[src/verilog/ulf_pkg.sv]
// Constants for the UART interrupt ranking and line format block.
package ulf_pkg;

  ////////////////////////////////////////////////////////////////////////////
  // Register byte addresses.
  localparam logic [7:0] OFS_INT_ENABLE = 8'h00;
  localparam logic [7:0] OFS_IDENT = 8'h04;
  localparam logic [7:0] OFS_FIFO_SETUP = 8'h08;
  localparam logic [7:0] OFS_LINE_FORMAT = 8'h0C;
  localparam logic [7:0] OFS_DIV_LOW = 8'h10;
  localparam logic [7:0] OFS_DIV_HIGH = 8'h14;
  localparam logic [7:0] OFS_FEATURE = 8'h18;

  ////////////////////////////////////////////////////////////////////////////
  // Field positions.
  localparam int LF_DIV_ACCESS = 7;
  localparam int LF_BREAK = 6;
  localparam int LF_PAR_FORCE = 5;
  localparam int LF_PAR_EVEN = 4;
  localparam int LF_PAR_EN = 3;
  localparam int LF_STOP = 2;
  localparam int FS_ENABLE = 0;
  localparam int FS_RX_CLEAR = 1;
  localparam int FS_TX_CLEAR = 2;
  localparam int IE_RX_DATA = 0;
  localparam int IE_TX_EMPTY = 1;
  localparam int IE_LINE = 2;
  localparam int IE_MODEM = 3;

  ////////////////////////////////////////////////////////////////////////////
  // Reset values.
  localparam logic [7:0] RST_LINE_FORMAT = 8'h00;
  localparam logic [7:0] RST_BYTE = 8'h00;
  localparam logic [3:0] RST_INT_ENABLE = 4'h0;
  localparam logic [1:0] RST_TRIGGER = 2'h0;

  ////////////////////////////////////////////////////////////////////////////
  // Receive trigger levels in bytes.
  localparam logic [4:0] TRIG_LVL_0 = 5'h01;
  localparam logic [4:0] TRIG_LVL_1 = 5'h04;
  localparam logic [4:0] TRIG_LVL_2 = 5'h08;
  localparam logic [4:0] TRIG_LVL_3 = 5'h0E;

  ////////////////////////////////////////////////////////////////////////////
  // Identification codes, bits 3:0.
  localparam logic [3:0] ID_NONE = 4'h1;
  localparam logic [3:0] ID_LINE = 4'h6;
  localparam logic [3:0] ID_RX_DATA = 4'h4;
  localparam logic [3:0] ID_TIMEOUT = 4'hC;
  localparam logic [3:0] ID_TX_EMPTY = 4'h2;
  localparam logic [3:0] ID_MODEM = 4'h0;

  ////////////////////////////////////////////////////////////////////////////
  // Character and stop widths; stop length in half bit times.
  localparam logic [3:0] CHAR_BITS_BASE = 4'h5;
  localparam logic [2:0] STOP_ONE = 3'h2;
  localparam logic [2:0] STOP_ONE_HALF = 3'h3;
  localparam logic [2:0] STOP_TWO = 3'h4;

  // Interrupt sources, Gray coded in priority order.
  typedef enum logic [2:0] {
    ULF_SRC_NONE = 3'b000,
    ULF_SRC_LINE = 3'b001,
    ULF_SRC_RX_DATA = 3'b011,
    ULF_SRC_TIMEOUT = 3'b010,
    ULF_SRC_TX_EMPTY = 3'b110,
    ULF_SRC_MODEM = 3'b111
  } ulf_src_t;

endpackage : ulf_pkg

[src/verilog/ulf_rank.sv]
// Priority ranking of the gated interrupt sources.
`timescale 1ns/10ps
`default_nettype none

module ulf_rank (
  input wire logic [4:0] pend,          // Gated pending: line, data, timeout, empty, modem.
  output var ulf_pkg::ulf_src_t top_src // Highest pending source.
);

  wire logic [4:0] first_hot;
  wire logic [4:0] blocked;

  // Each bit is blocked by any higher-ranked pending bit.
  genvar g;
  generate
    for (g = 0; g < 5; g++) begin : g_rank
      if (g == 0) begin : g_top
        assign blocked[g] = 1'b0;
      end else begin : g_rest
        assign blocked[g] = |pend[g-1:0];
      end
      assign first_hot[g] = pend[g] & ~blocked[g];
    end
  endgenerate

  assign top_src = first_hot[0] ? ulf_pkg::ULF_SRC_LINE :
                   first_hot[1] ? ulf_pkg::ULF_SRC_RX_DATA :
                   first_hot[2] ? ulf_pkg::ULF_SRC_TIMEOUT :
                   first_hot[3] ? ulf_pkg::ULF_SRC_TX_EMPTY :
                   first_hot[4] ? ulf_pkg::ULF_SRC_MODEM :
                   ulf_pkg::ULF_SRC_NONE;

endmodule : ulf_rank

`default_nettype wire

[src/verilog/ulf_core.sv]
// APB register block for interrupt ranking, FIFO setup and line format.
`timescale 1ns/10ps
`default_nettype none

module ulf_core (
  input wire logic pclk,                    // Bus clock, 50 MHz.
  input wire logic presetn,                 // Asynchronous reset, active low.
  input wire logic psel,                    // APB select.
  input wire logic penable,                 // APB access phase.
  input wire logic pwrite,                  // APB write when high.
  input wire logic [7:0] paddr,             // APB byte address.
  input wire logic [31:0] pwdata,           // APB write data.
  output logic [31:0] prdata,               // APB read data.
  output logic pready,                      // APB ready.
  output logic pslverr,                     // APB error for unmapped access or identification write.
  input wire logic [4:0] rx_fifo_count,     // Receive FIFO occupancy.
  input wire logic line_status_event,       // Receiver line condition pulse.
  input wire logic rx_timeout_event,        // Receive time-out pulse.
  input wire logic tx_empty_event,          // Holding register became empty.
  input wire logic modem_change_event,      // Modem change condition pulse.
  input wire logic tx_serial_raw,           // Serial output of the shifter.
  output logic tx_pin,                      // Serial output to the line.
  input wire logic [7:0] tx_char,           // Character being sent.
  output logic tx_parity_bit,               // Parity bit to append.
  input wire logic [7:0] rx_char,           // Character received.
  input wire logic rx_parity_in,            // Parity bit received.
  output logic rx_parity_error,             // Received parity mismatch.
  output logic [3:0] char_bits,             // Character length, 5 to 8.
  output logic [2:0] stop_half_bits,        // Stop length in half bits.
  output logic parity_enable,               // Parity bit in use.
  output logic break_active,                // Break being sent.
  output logic divisor_access,              // Divisor registers reachable.
  output logic [15:0] divisor,              // Baud divisor.
  output logic [7:0] enhanced_feature,      // Enhanced feature register.
  output logic fifo_enable,                 // FIFOs switched on.
  output logic [4:0] rx_trigger_level,      // Receive trigger in bytes.
  output logic rx_fifo_clear,               // One-cycle receive FIFO clear.
  output logic tx_fifo_clear                // One-cycle transmit FIFO clear.
);

  ////////////////////////////////////////////////////////////////////////////
  // Register storage.
  logic [7:0] line_format_control;
  logic [3:0] int_enable;
  logic [1:0] rx_trigger_sel;
  logic [7:0] div_low;
  logic [7:0] div_high;
  logic line_pend;
  logic timeout_pend;
  logic tx_empty_pend;
  logic modem_pend;
  ulf_pkg::ulf_src_t cur_src;
  ulf_pkg::ulf_src_t top_src;

  ////////////////////////////////////////////////////////////////////////////
  // Bus decode. The first access cycle captures read data, the second ends.
  // Every access takes exactly one wait state, so a read-clear never acts
  // before its data has been captured.
  wire logic access_first = psel & penable & ~pready;
  wire logic access_done = psel & penable & pready;
  wire logic wr_done = access_done & pwrite;
  wire logic rd_done = access_done & ~pwrite;
  wire logic hit_ie = (paddr == ulf_pkg::OFS_INT_ENABLE);
  wire logic hit_id = (paddr == ulf_pkg::OFS_IDENT);
  wire logic hit_fs = (paddr == ulf_pkg::OFS_FIFO_SETUP);
  wire logic hit_lf = (paddr == ulf_pkg::OFS_LINE_FORMAT);
  wire logic dl_open = line_format_control[ulf_pkg::LF_DIV_ACCESS];
  wire logic hit_dl = dl_open & (paddr == ulf_pkg::OFS_DIV_LOW);
  wire logic hit_dh = dl_open & (paddr == ulf_pkg::OFS_DIV_HIGH);
  wire logic hit_ef = dl_open & (paddr == ulf_pkg::OFS_FEATURE);
  wire logic mapped = hit_ie | hit_id | hit_fs | hit_lf | hit_dl | hit_dh | hit_ef;
  wire logic id_ro_write = hit_id & pwrite;
  wire logic bad_access = ~mapped | id_ro_write;
  wire logic id_read_done = rd_done & hit_id;

  // Errors go out with ready: unmapped offsets, closed divisor offsets and
  // writes to the identification register.
  assign pslverr = pready & bad_access;

  // Ready rises for the second access cycle only, so an access that is
  // already ending cannot start another wait state.
  always_ff @(posedge pclk or negedge presetn) begin
    if (!presetn) begin
      pready <= 1'b0;
    end else begin
      pready <= access_first;
    end
  end

  ////////////////////////////////////////////////////////////////////////////
  // Line format register and its decoded fields.
  always_ff @(posedge pclk or negedge presetn) begin
    if (!presetn) begin
      line_format_control <= ulf_pkg::RST_LINE_FORMAT;
    end else if (wr_done && hit_lf) begin
      line_format_control <= pwdata[7:0];
    end
  end

  wire logic par_en = line_format_control[ulf_pkg::LF_PAR_EN];
  wire logic par_force = line_format_control[ulf_pkg::LF_PAR_FORCE];
  wire logic par_even = line_format_control[ulf_pkg::LF_PAR_EVEN];
  wire logic [1:0] len_sel = line_format_control[1:0];
  wire logic is_five = (len_sel == 2'b00);
  wire logic long_stop = line_format_control[ulf_pkg::LF_STOP];
  wire logic [3:0] next_char_bits = ulf_pkg::CHAR_BITS_BASE + {2'b00, len_sel};
  wire logic [2:0] next_stop = !long_stop ? ulf_pkg::STOP_ONE :
                               is_five ? ulf_pkg::STOP_ONE_HALF : ulf_pkg::STOP_TWO;

  // Only the character's used bits enter the parity sum.
  wire logic [7:0] len_mask = 8'hFF >> (2'd3 - len_sel);
  wire logic tx_ones_odd = ^(tx_char & len_mask);
  wire logic rx_ones_odd = ^(rx_char & len_mask);
  // Odd parity makes the total count of ones odd; forced modes ignore data.
  wire logic next_tx_par = par_force ? ~par_even : (par_even ? tx_ones_odd : ~tx_ones_odd);
  wire logic next_rx_expect = par_force ? ~par_even :
                              (par_even ? rx_ones_odd : ~rx_ones_odd);
  wire logic next_rx_perr = par_en & (rx_parity_in != next_rx_expect);

  // Format outputs are registered copies, so a new format takes effect one
  // cycle after the write completes.
  always_ff @(posedge pclk or negedge presetn) begin
    if (!presetn) begin
      char_bits <= ulf_pkg::CHAR_BITS_BASE;
      stop_half_bits <= ulf_pkg::STOP_ONE;
      parity_enable <= 1'b0;
      break_active <= 1'b0;
      divisor_access <= 1'b0;
    end else begin
      char_bits <= next_char_bits;
      stop_half_bits <= next_stop;
      parity_enable <= par_en;
      break_active <= line_format_control[ulf_pkg::LF_BREAK];
      divisor_access <= dl_open;
    end
  end

  // Break forces the line low for as long as the bit stays set.
  always_ff @(posedge pclk or negedge presetn) begin
    if (!presetn) begin
      tx_pin <= 1'b1;
      tx_parity_bit <= 1'b0;
      rx_parity_error <= 1'b0;
    end else begin
      tx_pin <= tx_serial_raw & ~line_format_control[ulf_pkg::LF_BREAK];
      tx_parity_bit <= par_en & next_tx_par;
      rx_parity_error <= next_rx_perr;
    end
  end

  ////////////////////////////////////////////////////////////////////////////
  // Divisor latch and enhanced feature register, reachable only when open.
  // A closed latch refuses the access with an error and keeps its contents.
  always_ff @(posedge pclk or negedge presetn) begin
    if (!presetn) begin
      div_low <= ulf_pkg::RST_BYTE;
      div_high <= ulf_pkg::RST_BYTE;
      enhanced_feature <= ulf_pkg::RST_BYTE;
    end else begin
      if (wr_done && hit_dl) begin
        div_low <= pwdata[7:0];
      end
      if (wr_done && hit_dh) begin
        div_high <= pwdata[7:0];
      end
      if (wr_done && hit_ef) begin
        enhanced_feature <= pwdata[7:0];
      end
    end
  end

  assign divisor = {div_high, div_low};

  ////////////////////////////////////////////////////////////////////////////
  // FIFO setup. Trigger bits change only when the write keeps the enable set.
  // The clear pulses last one cycle; the FIFO storage outside acts on them.
  wire logic fs_write = wr_done & hit_fs;
  wire logic fs_keep = pwdata[ulf_pkg::FS_ENABLE];

  always_ff @(posedge pclk or negedge presetn) begin
    if (!presetn) begin
      fifo_enable <= 1'b0;
      rx_trigger_sel <= ulf_pkg::RST_TRIGGER;
      rx_fifo_clear <= 1'b0;
      tx_fifo_clear <= 1'b0;
    end else begin
      rx_fifo_clear <= fs_write & fs_keep & pwdata[ulf_pkg::FS_RX_CLEAR];
      tx_fifo_clear <= fs_write & fs_keep & pwdata[ulf_pkg::FS_TX_CLEAR];
      if (fs_write) begin
        fifo_enable <= fs_keep;
      end
      if (fs_write && fs_keep) begin
        rx_trigger_sel <= pwdata[7:6];
      end
    end
  end

  // Only the four trigger levels can come out of this table.
  always_comb begin
    case (rx_trigger_sel)
      2'b00: rx_trigger_level = ulf_pkg::TRIG_LVL_0;
      2'b01: rx_trigger_level = ulf_pkg::TRIG_LVL_1;
      2'b10: rx_trigger_level = ulf_pkg::TRIG_LVL_2;
      2'b11: rx_trigger_level = ulf_pkg::TRIG_LVL_3;
      default: rx_trigger_level = ulf_pkg::TRIG_LVL_0;
    endcase
  end

  ////////////////////////////////////////////////////////////////////////////
  // Interrupt enables. The time-out shares the data enable, as both belong
  // to the receive side.
  always_ff @(posedge pclk or negedge presetn) begin
    if (!presetn) begin
      int_enable <= ulf_pkg::RST_INT_ENABLE;
    end else if (wr_done && hit_ie) begin
      int_enable <= pwdata[3:0];
    end
  end

  ////////////////////////////////////////////////////////////////////////////
  // Sticky event sources, ordered line, time-out, empty, modem. A read clears
  // only the one in cur_src at its clearing edge, which can be one loaded after
  // a capture that read as none; an event in the clearing cycle sets the flag again.
  wire logic [3:0] src_event = {modem_change_event, tx_empty_event, rx_timeout_event,
                                line_status_event};
  wire logic [3:0] src_clear;
  wire logic [3:0] sticky_pend;

  assign src_clear[0] = id_read_done & (cur_src == ulf_pkg::ULF_SRC_LINE);
  assign src_clear[1] = id_read_done & (cur_src == ulf_pkg::ULF_SRC_TIMEOUT);
  assign src_clear[2] = id_read_done & (cur_src == ulf_pkg::ULF_SRC_TX_EMPTY);
  assign src_clear[3] = id_read_done & (cur_src == ulf_pkg::ULF_SRC_MODEM);

  genvar s;
  generate
    for (s = 0; s < 4; s++) begin : g_sticky
      logic flag;
      always_ff @(posedge pclk or negedge presetn) begin
        if (!presetn) begin
          flag <= 1'b0;
        end else begin
          flag <= src_event[s] | (flag & ~src_clear[s]);
        end
      end
      assign sticky_pend[s] = flag;
    end
  endgenerate

  assign line_pend = sticky_pend[0];
  assign timeout_pend = sticky_pend[1];
  assign tx_empty_pend = sticky_pend[2];
  assign modem_pend = sticky_pend[3];

  // Data available follows occupancy: trigger level in FIFO mode, any byte else.
  // The level is not sticky, so a read cannot clear it.
  wire logic rx_level_hit = fifo_enable ? (rx_fifo_count >= rx_trigger_level)
                                        : (rx_fifo_count != 5'h00);

  wire logic [4:0] gated_pend;
  assign gated_pend[0] = line_pend & int_enable[ulf_pkg::IE_LINE];
  assign gated_pend[1] = rx_level_hit & int_enable[ulf_pkg::IE_RX_DATA];
  assign gated_pend[2] = timeout_pend & int_enable[ulf_pkg::IE_RX_DATA];
  assign gated_pend[3] = tx_empty_pend & int_enable[ulf_pkg::IE_TX_EMPTY];
  assign gated_pend[4] = modem_pend & int_enable[ulf_pkg::IE_MODEM];

  // The ranking is purely combinational; its result is taken one edge later.
  ulf_rank u_rank (
    .pend(gated_pend),
    .top_src(top_src)
  );

  ////////////////////////////////////////////////////////////////////////////
  // Reported source. It is held until serviced or withdrawn, then reloaded.
  // Holding it keeps a newer, higher event from changing the code between
  // the capture and the clearing edge of one read.
  logic cur_alive;

  always_comb begin
    case (cur_src)
      ulf_pkg::ULF_SRC_LINE: cur_alive = gated_pend[0];
      ulf_pkg::ULF_SRC_RX_DATA: cur_alive = gated_pend[1];
      ulf_pkg::ULF_SRC_TIMEOUT: cur_alive = gated_pend[2];
      ulf_pkg::ULF_SRC_TX_EMPTY: cur_alive = gated_pend[3];
      ulf_pkg::ULF_SRC_MODEM: cur_alive = gated_pend[4];
      default: cur_alive = 1'b0;
    endcase
  end

  wire logic cur_keep = cur_alive & ~id_read_done;
  wire ulf_pkg::ulf_src_t next_cur_src = cur_keep ? cur_src : top_src;

  always_ff @(posedge pclk or negedge presetn) begin
    if (!presetn) begin
      cur_src <= ulf_pkg::ULF_SRC_NONE;
    end else begin
      cur_src <= next_cur_src;
    end
  end

  logic [3:0] id_code;

  always_comb begin
    case (cur_src)
      ulf_pkg::ULF_SRC_NONE: id_code = ulf_pkg::ID_NONE;
      ulf_pkg::ULF_SRC_LINE: id_code = ulf_pkg::ID_LINE;
      ulf_pkg::ULF_SRC_RX_DATA: id_code = ulf_pkg::ID_RX_DATA;
      ulf_pkg::ULF_SRC_TIMEOUT: id_code = ulf_pkg::ID_TIMEOUT;
      ulf_pkg::ULF_SRC_TX_EMPTY: id_code = ulf_pkg::ID_TX_EMPTY;
      ulf_pkg::ULF_SRC_MODEM: id_code = ulf_pkg::ID_MODEM;
      default: id_code = ulf_pkg::ID_NONE;
    endcase
  end

  // A source that was withdrawn reads as no interrupt.
  // Bits 7:6 follow the FIFO enable without delay.
  wire logic [3:0] id_live = cur_alive ? id_code : ulf_pkg::ID_NONE;
  wire logic [7:0] id_byte = {{2{fifo_enable}}, 2'b00, id_live};

  ////////////////////////////////////////////////////////////////////////////
  // Read data, captured in the first access cycle.
  // Write cycles and refused reads return zero.
  wire logic [7:0] fs_view = {rx_trigger_sel, 5'b00000, fifo_enable};
  wire logic [7:0] rd_byte = hit_ie ? {4'h0, int_enable} :
                             hit_id ? id_byte :
                             hit_fs ? fs_view :
                             hit_lf ? line_format_control :
                             hit_dl ? div_low :
                             hit_dh ? div_high :
                             hit_ef ? enhanced_feature : 8'h00;

  always_ff @(posedge pclk or negedge presetn) begin
    if (!presetn) begin
      prdata <= 32'h0000_0000;
    end else if (access_first) begin
      prdata <= pwrite ? 32'h0000_0000 : {24'h00_0000, rd_byte};
    end
  end

endmodule : ulf_core

`default_nettype wire

[config.mk]
export PLATFORM = sky130hd
export DESIGN_NAME = ulf_core
export DESIGN_NICKNAME = d
export VERILOG_FILES = /design/src/verilog/ulf_pkg.sv /design/src/verilog/ulf_rank.sv /design/src/verilog/ulf_core.sv
export SDC_FILE = /design/constraint.sdc
export NUM_CORES = 1
export LEC_CHECK = 0
export BUFFER_PORTS_ARGS = -buffer_cell sky130_fd_sc_hd__buf_2
export CORE_AREA = 4 4 86 96
export CTS_CLUSTER_SIZE = 12
export DETAILED_ROUTE_END_ITERATION = 10
export DIE_AREA = 0 0 90 100
export GPL_TIMING_DRIVEN = 0
export MAX_ROUTING_LAYER = met4
export PLACE_DENSITY_LB_ADDON = 0.2
export SYNTH_ARGS = -nofsm -noshare
export SYNTH_HDL_FRONTEND = slang
export SYNTH_SLANG_ARGS = --single-unit
[constraint.sdc]
create_clock -name pclk -period 5.5 [get_ports pclk]
set_clock_uncertainty 0.05 [all_clocks]
set_input_delay 1.1 -clock pclk [delete_from_list [all_inputs] [get_ports pclk]]
set_output_delay 1.1 -clock pclk [all_outputs]
set_load 0.005 [all_outputs]
; ---- After elaboration in Yosys (flattened, before gate mapping)
; Index checks and enable logic that the tools add are counted.
[classes]
n_addsub = 2
magnitude_cmp = 1
eq_ne = 15
shifts = 1
n_mux = 24
bitwise_logic = 65
reduce_logical = 15
[ops]
columns = operator, count
row1 = two-way mux 8 bit, 8
row2 = bitwise AND 1 bit, 36
row3 = "equality test 8 x 5 -> 1 bit, second input constant", 3
row4 = two-way mux 3 bit, 7
row5 = case mux 4 bit (5 select lines), 1
row6 = case mux 5 bit (4 select lines), 1
row7 = bitwise AND 8 bit, 2
row8 = "equality test 8 x 4 -> 1 bit, second input constant", 2
row9 = NOT 1 bit, 16
row10 = XOR reduction 8 bit, 2
row11 = OR 1 bit, 11
row12 = "equality test 8 x 3 -> 1 bit, second input constant", 1
row13 = logical NOT 8 bit, 1
row14 = "right shift 8 x 2 -> 8 bit, first input constant", 1
row15 = "equality test 3 x 2 -> 1 bit, second input constant", 2
row16 = "equality test 3 bit, second input constant", 2
row17 = logical AND 1 bit, 6
row18 = >= comparator 5 bit, 1
row19 = two-way mux 1 bit, 5
row20 = case mux 1 bit (5 select lines), 1
row21 = nonzero test 5 bit, 1
row22 = "adder 3 x 2 -> 4 bit, first input constant", 1
row23 = "equality test 2 bit, second input constant", 2
row24 = logical NOT 2 bit, 2
row25 = 8 further kinds, 8
[totals]
register_bits = 94
out_inout_bits = 79
elab_cells = 147

; ---- Depth between registers and ports, before layout
; Gate-level depths: netlist of run 1.
[depth]
word_depth = 13
mapped_depth = 7

; ---- Modules after synthesis
; Synthesis of run 1 repeated with hierarchy kept, for this count alone.
[hier_totals]
hier_cells = 352
hier_area_um2 = 3777.4
[modules_own_cells]
columns = module, n_inst, cells_each, area_per_inst_um2, seq_area_each_um2
row1 = ulf_core, 1, 346, 3746.1, 1756.7
row2 = ulf_rank, 1, 6, 31.3, 0.0

; ---- Least setup slack after synthesis of run 1
; No wires, ideal clock.
[synth_timing]
path_type = input -> output
start = input port paddr[7]
end = output port pslverr
arrival_time_ps = 1886
path_slack_ps = 2464
path_stages = 5
path_cell_list = nor4_4 nand2_1 mux2i_1 a21oi_1 nor2b_1
[synth_between]
elab_chain_cells = 10
[synth_lines]
columns = element, line
row1 = start: declaration, ulf_core.sv:11  ; input wire logic [7:0] paddr,
row2 = equality test 8 x 3 -> 1 bit or logical NOT 8 bit (tied branches), "ulf_core.sv:64, ulf_core.sv:63"
row3 = OR 1 bit (6 in a row), ulf_core.sv:71  ; wire logic mapped = hit_ie | hit_id | hit_fs | hit_lf | hit_dl | hit_dh | hit_ef;
row4 = NOT 1 bit, ulf_core.sv:73  ; wire logic bad_access = ~mapped | id_ro_write;
row5 = OR 1 bit *, ulf_core.sv:73
row6 = bitwise AND 1 bit *, ulf_core.sv:78  ; assign pslverr = pready & bad_access;
row7 = end: declaration, ulf_core.sv:15  ; output logic pslverr,
; Every way passes the cells marked *; elsewhere a longest branch is shown, timed or not.

; ---- Final worst setup path of run 1
; Ends and elaborated chain as after synthesis.

==> impl_metrics.toml, run 1 <==
[logic_synthesis]
post_synth.cell_area_avg_um2 = 10.5
yosys_most_used_dff = "dfrtp_1"
synth-edff-count = 0
post_synthesis_sequential_area_ratio_pct = 46.7
mappedNetlistArea_um2 = 3760
yosys_warnings = 0
ys_seq_elements = 70
yosysUniqueCellTypes = 59
async_reset_ff_share_pct = 100
number_of_cells_produced_by_synthesis = 359

[flow_run]
max_cap_viol_count = 0

[setup_path]
timing.critical_path.from_type = "input pin"
cp-endpoint = "pslverr"
reg2reg_to = "cur_src[1]"
critPathCaptureType = "primary output"
setup.worst_path.start = "paddr[7]"
top_fanout_value_on_the_critical_path = 8
setup.reg_to_reg.worst_slack_ns = 3.39
timing.critical_path.arrival_ns = 2.32
worst-endpoint-required_ns = 4.35
worst_r2r_startpoint = "rx_trigger_sel[0]"
setup.worst_path.class = "input pin to primary output"
r2r_cells = 7

[routing]
antenna_left = 0
avgRoutedWirePerCell_um = 16.6
drt-vias-per-instance = 5.34
vias = 3128
detailedRoute.firstPassIterationCount = 4
totalWireLength_um = 9750
drc_errors = 0
iter_0_drt_violations = 226

[floorplanning]
floorplan.die.width_um = 90
io_pins = 151
floorplan.rows = 33
floorplan.die.height_um = 100
floorplan.die_area_um2 = 9000
floorplan.core_area_um2 = 7310
initial_utilization_pct = 51.5

[timing]
final-max-slew-violation-count = 0
worst_slack_ns = 2.03
period_needed_ns = 3.47
transition_time_of_the_tightest_slew_check_pin_ns = 0.862
final_setup_violating_endpoints = 0
setup_tns_ns = 0
period_share_pct = 63.0
finalHoldViolCount = 0
holdWs_ns = 0.386
timing.slew.headroom_pct = 42.5
max_clock_freq_mhz = 289
rsz0062_at_grt = "no"

[pwr]
power.leakage_nw = 2.47
power_mw = 1.22
irDropWorstVdd_v = 0.000169
power_per_unit_of_standard_cell_area_nw_per_um2 = 258

[clock_network]
cts_root_buf = "clkbuf_8"
cts_tree = "yes"
cts_repair_resize_count = 0
postCtsSetupBuffers = 0
clock_latency_on_the_worst_skew_pair_ns = 0.35
cts_max_path_buffers = 2
clock_input_transition_at_the_sequential_cells_of_the_worst_setup_and_hold_paths_ns = 0.08
tritoncts.num_buffers = 9
htree_levels = 3
cts_hold_buf = 0
clock_sinks = 70

[final_layout]
inserted_diodes = 0
final_net_count = 572
utilization_pct = 64.9
area_growth_syn_to_layout_pct = 26.1
drive_gt1_share_pct = 37.9

[place]
gp_routability_congestion = 0.895
port_buffers = 100
dpl.hpwl_um = 7140
detailedPlace.worstSlack_ns = 2.06

[worst_hold_path]
holdCritPathClass = "flop to flop"
worstHoldStart = "line_format_control[3]"

[global_route]
grt.total_usage_pct = 23.4
grt_overflow = 0
global_route_wire_length_before_repair_um = 16200
grt_max_degree = 71
grt_pass1_vias = 3219
initial_antenna_violation_count = 0

[outcome]
run_status = "completed"
## through the flow
step | instances | instance area [µm²]
floorplan | 383 | 3850
CTS | 586 | 4750
finish | 586 | 4750
global placement | 570 | 4460
global route | 586 | 4750
detailed placement | 570 | 4470
## critical path: stages
cell     delay, ns
buf_2         0.12
nor4_4        0.50
mux2i_1       0.15
a21oi_1       0.26
nor2b_1       0.07
buf_2         0.13
## cells in the mapped netlist (all sizes together) (3+ instances only)
| cell type | n | area [µm²] |
|---|---|---|
| and2 | 6 | 37.5 |
| nor2b | 6 | 37.5 |
| o2bb2ai | 4 | 41.3 |
| a21oi | 12 | 60.1 |
| nand3 | 12 | 80.1 |
| clkbuf | 6 | 22.5 |
| mux2 | 29 | 334 |
| dfrtp | 66 | 1650 |
| ha | 6 | 75.1 |
| o21ai | 27 | 135 |
| and3 | 5 | 31.3 |
| inv | 13 | 48.8 |
| mux2i | 10 | 100 |
| xnor2 | 9 | 78.8 |
| buf | 31 | 223 |
| a21o | 5 | 37.5 |
| nand2b | 4 | 25.0 |
| a31oi | 3 | 18.8 |
| dfstp | 4 | 105 |
| nand2 | 40 | 150 |
| nand4 | 5 | 31.3 |
| nor2 | 10 | 37.5 |
| nor3 | 5 | 25.0 |
## where the power goes
part           leakage (nW)  internal, mW  total (mW)  switching (mW)
combinational          1.42        0.0578       0.122          0.0641
sequential            0.910         0.524       0.527         0.00335
clock                 0.140         0.373       0.574           0.201
total                  2.47         0.954        1.22           0.269
## per-layer routing
metal  routed length [µm]  global-route usage, %
met3                  646                   5.17
met4                  276                   11.1
met2                 4800                   37.0
met5                    0                      -
met1                 4030                   28.9
## cell type report
cell class / instances / area [µm²]
Buffer: 37 / 245
Clock buffer: 11 / 151
Clock inverter: 5 / 129
Fill cell: 631 / 2560
Inverter: 13 / 48.8
Multi-Input combinational cell: 263 / 1800
Sequential cell: 70 / 1760
Tap cell: 87 / 109
Timing Repair Buffer: 100 / 503
## how the worst min path moves through the flow
stage | end | slack [ns] | depth (start not counted)
floorplan | parity_enable | 0.32 | 0
detailed placement | parity_enable | 0.36 | 0
CTS | parity_enable | 0.38 | 0
finish | parity_enable | 0.39 | 0
global placement | parity_enable | 0.35 | 0
global route | parity_enable | 0.40 | 0
## kinds of logic (layout without fill, tap and decap cells)
kind of cell | count (synthesis) | in the layout | share of synthesized area, %
compound gates | 73 | 73 | 12.7
xor+xnor | 13 | 13 | 3.76
fa+ha+maj | 6 | 6 | 1.99
buf+inv | 50 | 166 | 7.81
flops | 70 | 70 | 46.7
mux | 39 | 39 | 11.5
other cells | 1 | 25 | 0.0996
simple gates | 107 | 107 | 15.4
## flip-flops by register name, summed over array words and instances (netlist names), 2 cells and up
name and count:
div_high 8, div_low 8, enhanced_feature 8, line_format_control 8
prdata 8, char_bits 4, g_sticky.flag 4, int_enable 4
cur_src 3, stop_half_bits 3, rx_trigger_sel 2
## cell usage in the layout (no fill, tap or decap), types with 3 or more instances in the layout
cell type / instances
inv_1: 13
o21ai_0: 26
a21o_1: 5
dfstp_2: 4
nand2_1: 40
a31oi_1: 3
and2_1: 5
buf_2: 103
a21oi_1: 12
nand4_1: 5
and3_1: 5
dfrtp_1: 66
conb_1: 25
ha_1: 6
mux2_2: 26
bufinv_16: 4
nand3_1: 8
nor2_1: 10
nor2b_1: 6
nor3_1: 5
nand2b_1: 4
xnor2_1: 9
clkbuf_8: 11
nand3_2: 4
clkbuf_1: 6
buf_4: 28
o2bb2ai_1: 3
mux2i_1: 10
Note: power is estimated with default switching activity, not from simulation.
==> run 2, diff against run 1 <==
CORE_AREA = 4 4 94 105   (was 4 4 86 96)
DIE_AREA = 0 0 98 109   (was 0 0 90 100)
clock period = 3.1 ns   (was 5.5 ns; I/O delays follow)
==> impl_metrics.toml, run 2 (synthesized netlist as in run 1, its figures left out) <==
[outcome]
run_status = "completed"

[pwr]
netSwitchingFraction_pct = 24.3
power.share.combinational_pct = 11.4
power.leakage_nw = 2.43
power_mw = 1.88
seqPwrFrac_pct = 49.7
net-switching-power_mw = 0.459
p_clk_share_pct = 39.0
power_per_unit_of_standard_cell_area_nw_per_um2 = 401
cell_internal_pwr_mw = 1.43
irDropWorstVdd_v = 0.000243

[floorplanning]
initial_utilization_pct = 42.8
floorplan.die.height_um = 109
floorplan.die_area_um2 = 10700
floorplan.die.width_um = 98
io_pins = 151
floorplan.core_area_um2 = 8780
floorplan.rows = 36

[global_route]
global_route_wire_length_before_repair_um = 15200
grt_overflow = 0
grt.total_usage_pct = 18.8
initial_antenna_violation_count = 0
grt_pass1_vias = 2969
grt_max_degree = 71

[setup_path]
cpPeakStageDelay_ns = 0.48
most_frequent_cell_on_critical_path = "buf_2"
critPathCaptureType = "primary output"
worst_r2r_startpoint = "rx_trigger_sel[0]"
setup.worst_path.class = "input pin to primary output"
setup.worst_path.start = "paddr[7]"
top_fanout_value_on_the_critical_path = 8
crit_path_cell_trace = "buf_2, nor4_4, nand2_1, mux2i_1, a21oi_1, nor2b_1, buf_2"
worst-endpoint-required_ns = 2.43
timing.critical_path.from_type = "input pin"
critical-path-slowest-cell = "nor4_4"
timing.critical_path.arrival_ns = 1.89

[place]
placedCellCount = 597
dpl.hpwl_um = 7340
gp_routability_congestion = 0.892
port_buffers = 100

[timing]
final_setup_violating_endpoints = 0
final-max-slew-violation-count = 0
period_needed_ns = 2.56
timing.slew.headroom_pct = 42.4
max_clock_freq_mhz = 391
rsz0062_at_grt = "no"
transition_time_of_the_tightest_slew_check_pin_ns = 0.864
setup_tns_ns = 0
period_share_pct = 82.5
finalHoldViolCount = 0

[final_layout]
final_net_count = 572
area_growth_syn_to_layout_pct = 24.9
mostFrequentLayoutCells = "103 x buf_2, 66 x dfrtp_1, 40 x nand2_1, 28 x buf_4"
drive_gt1_share_pct = 37.7
layout.cells.most_common = "buf_2"
inserted_diodes = 0
final-instance-count-excl-fill = 613

[clock_network]
cts_root_buf = "clkbuf_8"
cts_repair_resize_count = 0
tritoncts.num_buffers = 9
postCtsSetupBuffers = 0
clock_input_transition_at_the_sequential_cells_of_the_worst_setup_and_hold_paths_ns = 0.07
clock_sinks = 70
cts_tree = "yes"
cts_hold_buf = 0
htree_levels = 3
cts_max_path_buffers = 2
clock_latency_on_the_worst_skew_pair_ns = 0.34

[routing]
iter_0_drt_violations = 198
detailedRoute.firstPassIterationCount = 4
antenna_left = 0
vias = 3036
drc_errors = 0
avgRoutedWirePerCell_um = 15.4
drt-vias-per-instance = 4.95
totalWireLength_um = 9440

[flow_run]
max_cap_viol_count = 0

[worst_hold_path]
holdCritPathClass = "input pin to async pin"
-- run 2: critical path, delay by kind of cell --
family | cells | cell delay [ns]
AND/OR/NAND/NOR | 3 | 0.75
buffers and inverters | 2 | 0.27
multiplexers | 1 | 0.15
AO/OA/AOI/OAI | 1 | 0.10
-- run 2: routing by layer --
metal	global-route usage, %	vias up	routed length (µm)
li1	-	1495	-
met1	24.2	1427	4110
met2	30.2	101	4590
met3	3.52	13	566
met4	6.33	0	172
met5	-	-	0
-- run 2: power by group through the flow --
stage                     Sequential [mW]  Clock [mW]  Combinational (mW)
after floorplan                     0.956           0               0.117
after global placement              0.953           0               0.212
after detailed placement            0.954           0               0.216
after CTS                           0.936       0.749               0.216
after global routing                0.938       0.793               0.239
final                               0.936       0.734               0.214
-- run 2: through the flow --
step                      util, %  cell area [µm²]  hold slack (ns)  setup WS, ns
after floorplan                 -             3850            0.274          1.02
after CTS                    53.5             4700            0.377         0.576
after global routing         53.5             4700            0.387         0.407
after global placement       51.2             4500            0.356         0.560
final                        53.5             4700            0.345         0.543
after detailed placement     51.2             4500            0.359         0.598
-- run 2: cell type report --
type / instances / area [µm²]
buffer: 37 / 245
clock buffer: 11 / 141
clock inverter: 5 / 58.8
fill: 837 / 4080
inverter: 13 / 48.8
multi-input combinational: 263 / 1800
sequential: 70 / 1760
tap: 114 / 143
timing repair buffer: 100 / 503
-- run 2: path summary, 6_finish.rpt --
| check | endpoint | slack, ns | depth (start not counted) |
|---|---|---|---|
| max | pslverr | 0.54 | 7 |
| min | break_active | 0.34 | 1 |
| max reg2reg | cur_src[0] | 1.00 | 7 |
| min reg2reg | parity_enable | 0.37 | 0 |
| max in group asynchronous | stop_half_bits[2] | 2.10 | 1 |
| min in group pclk | parity_enable | 0.37 | 0 |
==> run 3, diff against run 2 <==
clock period = 2.1 ns   (was 3.1 ns; I/O delays follow)
==> impl_metrics.toml, run 3 (synthesized netlist as in run 1, its figures left out) <==
[place]
detailedPlace.worstSlack_ns = -0.193
dpl.hpwl_um = 7340
gp_routability_congestion = 0.892
port_buffers = 100

[clock_network]
clock_sinks = 70
cts_tree = "yes"
clock_input_transition_at_the_sequential_cells_of_the_worst_setup_and_hold_paths_ns = 0.07
clock_latency_on_the_worst_skew_pair_ns = 0.34
cts_max_path_buffers = 2
cts_root_buf = "clkbuf_8"
tritoncts.num_buffers = 9
htree_levels = 3

[final_layout]
area_taken_by_multi_input_logic_gates_um2 = 1830
mostFrequentLayoutCells = "101 x buf_2, 64 x dfrtp_1, 40 x nand2_1, 30 x buf_4, 26 x mux2_2"
area_growth_syn_to_layout_pct = 26.8
fillerInstances = 835
inserted_diodes = 0
drive_gt1_share_pct = 39.2
final_net_count = 575
layout.cells.most_common = "buf_2"
sequential_cell_area_um2 = 1760

[timing]
max_clock_freq_mhz = 490
transition_time_of_the_tightest_slew_check_pin_ns = 0.869
final_setup_violating_endpoints = 0
period_needed_ns = 2.04
timing.slew.headroom_pct = 42.1
finalHoldViolCount = 0
holdWs_ns = 0.148
rsz0062_at_grt = "no"
worst_slack_ns = 0.0588
final-max-slew-violation-count = 0
period_share_pct = 97.2

[global_route]
grt_pass1_vias = 2997
global_route_wire_length_before_repair_um = 15300
grt_overflow = 0
met3_usage_pct = 3.52
groute.layer.met2.usage_pct = 30.1
initial_antenna_violation_count = 0
global_route.usage.met1_pct = 24.2
grt.total_usage_pct = 18.9
grt.busiest_layer = "met2"
grt_max_degree = 71

[flow_run]
max_cap_viol_count = 0

[setup_path]
critPathTopFamily = "simple AND/OR/NAND/NOR gates"
worst-endpoint-required_ns = 1.63
crit_path_cell_trace = "buf_2, nor2_1, nand3_1, a21oi_1, nor2b_1, buf_2"
top_fanout_value_on_the_critical_path = 9
cpPeakStageDelay_ns = 0.49
most_frequent_cell_on_critical_path = "buf_2"
r2r_cells = 5
critPathCaptureType = "primary output"
worst-path-stages = 6
timing.critical_path.arrival_ns = 1.57
setup.worst_path.class = "input pin to primary output"
critical-path-slowest-cell = "nor2_1"
timing.critical_path.from_type = "input pin"
cp_num_buf_inv = 2

[routing]
drc_errors = 0
iter_0_drt_violations = 180
vias = 3046
detailedRoute.firstPassIterationCount = 4
avgRoutedWirePerCell_um = 15.5
totalWireLength_um = 9560
drt-vias-per-instance = 4.94
antenna_left = 0

[pwr]
power_per_unit_of_standard_cell_area_nw_per_um2 = 584
power.leakage_nw = 2.45
irDropWorstVdd_v = 0.000357

[floorplanning]
floorplan.die.width_um = 98
io_pins = 151
initial_utilization_pct = 42.8
floorplan.die.height_um = 109
floorplan.core_area_um2 = 8780
floorplan.rows = 36
floorplan.die_area_um2 = 10700

[worst_hold_path]
holdCritPathClass = "input pin to async pin"

[outcome]
run_status = "completed"
==> run 3: cell types whose count changed in the layout (fill, tap and decap cells not counted), sizes merged <==
cell and change:
buf +3
==> run 3: per-layer routing <==
layer / wire length, µm / vias to the layer above
met2: 4640 / 103
li1: - / 1492
met4: 196 / 0
met3: 564 / 14
met5: 0 / -
met1: 4160 / 1437
==> run 3: through the flow <==
| step | power [mW] | util [%] | setup TNS [ns] | cells | cell area, µm² |
|---|---|---|---|---|---|
| after floorplan | 1.58 | - | 0 | 383 | 3850 |
| after global placement | 1.72 | 51.2 | -4.31 | 597 | 4500 |
| after detailed placement | 1.73 | 51.2 | -3.46 | 597 | 4500 |
| after CTS | 2.81 | 53.7 | 0 | 615 | 4710 |
| after global routing | 2.91 | 54.3 | 0 | 616 | 4770 |
| final | 2.79 | 54.3 | 0 | 616 | 4770 |
==> run 3: worst paths after layout <==
check,from,to,slack (ns)
max,paddr[1],pslverr,0.06
min,presetn,break_active,0.15
max reg2reg,fifo_enable,cur_src[0],0.11
min reg2reg,line_format_control[3],parity_enable,0.37
max in group asynchronous,presetn,rx_trigger_sel[0],1.26
min in group pclk,modem_change_event,g_sticky[3].flag,0.21
==> run 3: where the power goes <==
part	switching, mW	internal (mW)
logic	0.167	0.155
registers	0.00931	1.37
clock network	0.500	0.581
total	0.677	2.11
==> run 3: cell type report <==
| type | count | area share (%) |
|---|---|---|
| Buffer | 37 | 5.14 |
| Clock buffer | 11 | 2.96 |
| Tap cell | 114 | 2.99 |
| Multi-Input combinational cell | 263 | 38.4 |
| Clock inverter | 5 | 1.23 |
| Timing Repair Buffer | 103 | 11.4 |
| Sequential cell | 70 | 36.9 |
| Inverter | 13 | 1.02 |
==> run 3: repair_timing <==
action | in CTS | in global routing
pin swaps | 2 | 6
gates resized for setup | 0 | 13
setup endpoints to repair | 3 | 5
hold buffers | 0 | 0
setup buffers | 2 | 1
==> run 3: worst reg2reg max path, stage by stage (launching register included) <==
cell and delay, ns:
dfrtp_1 0.46, or4_4 0.57, o31a_1 0.29, nand3_2 0.11, o2bb2ai_4 0.10, mux2_4 0.30
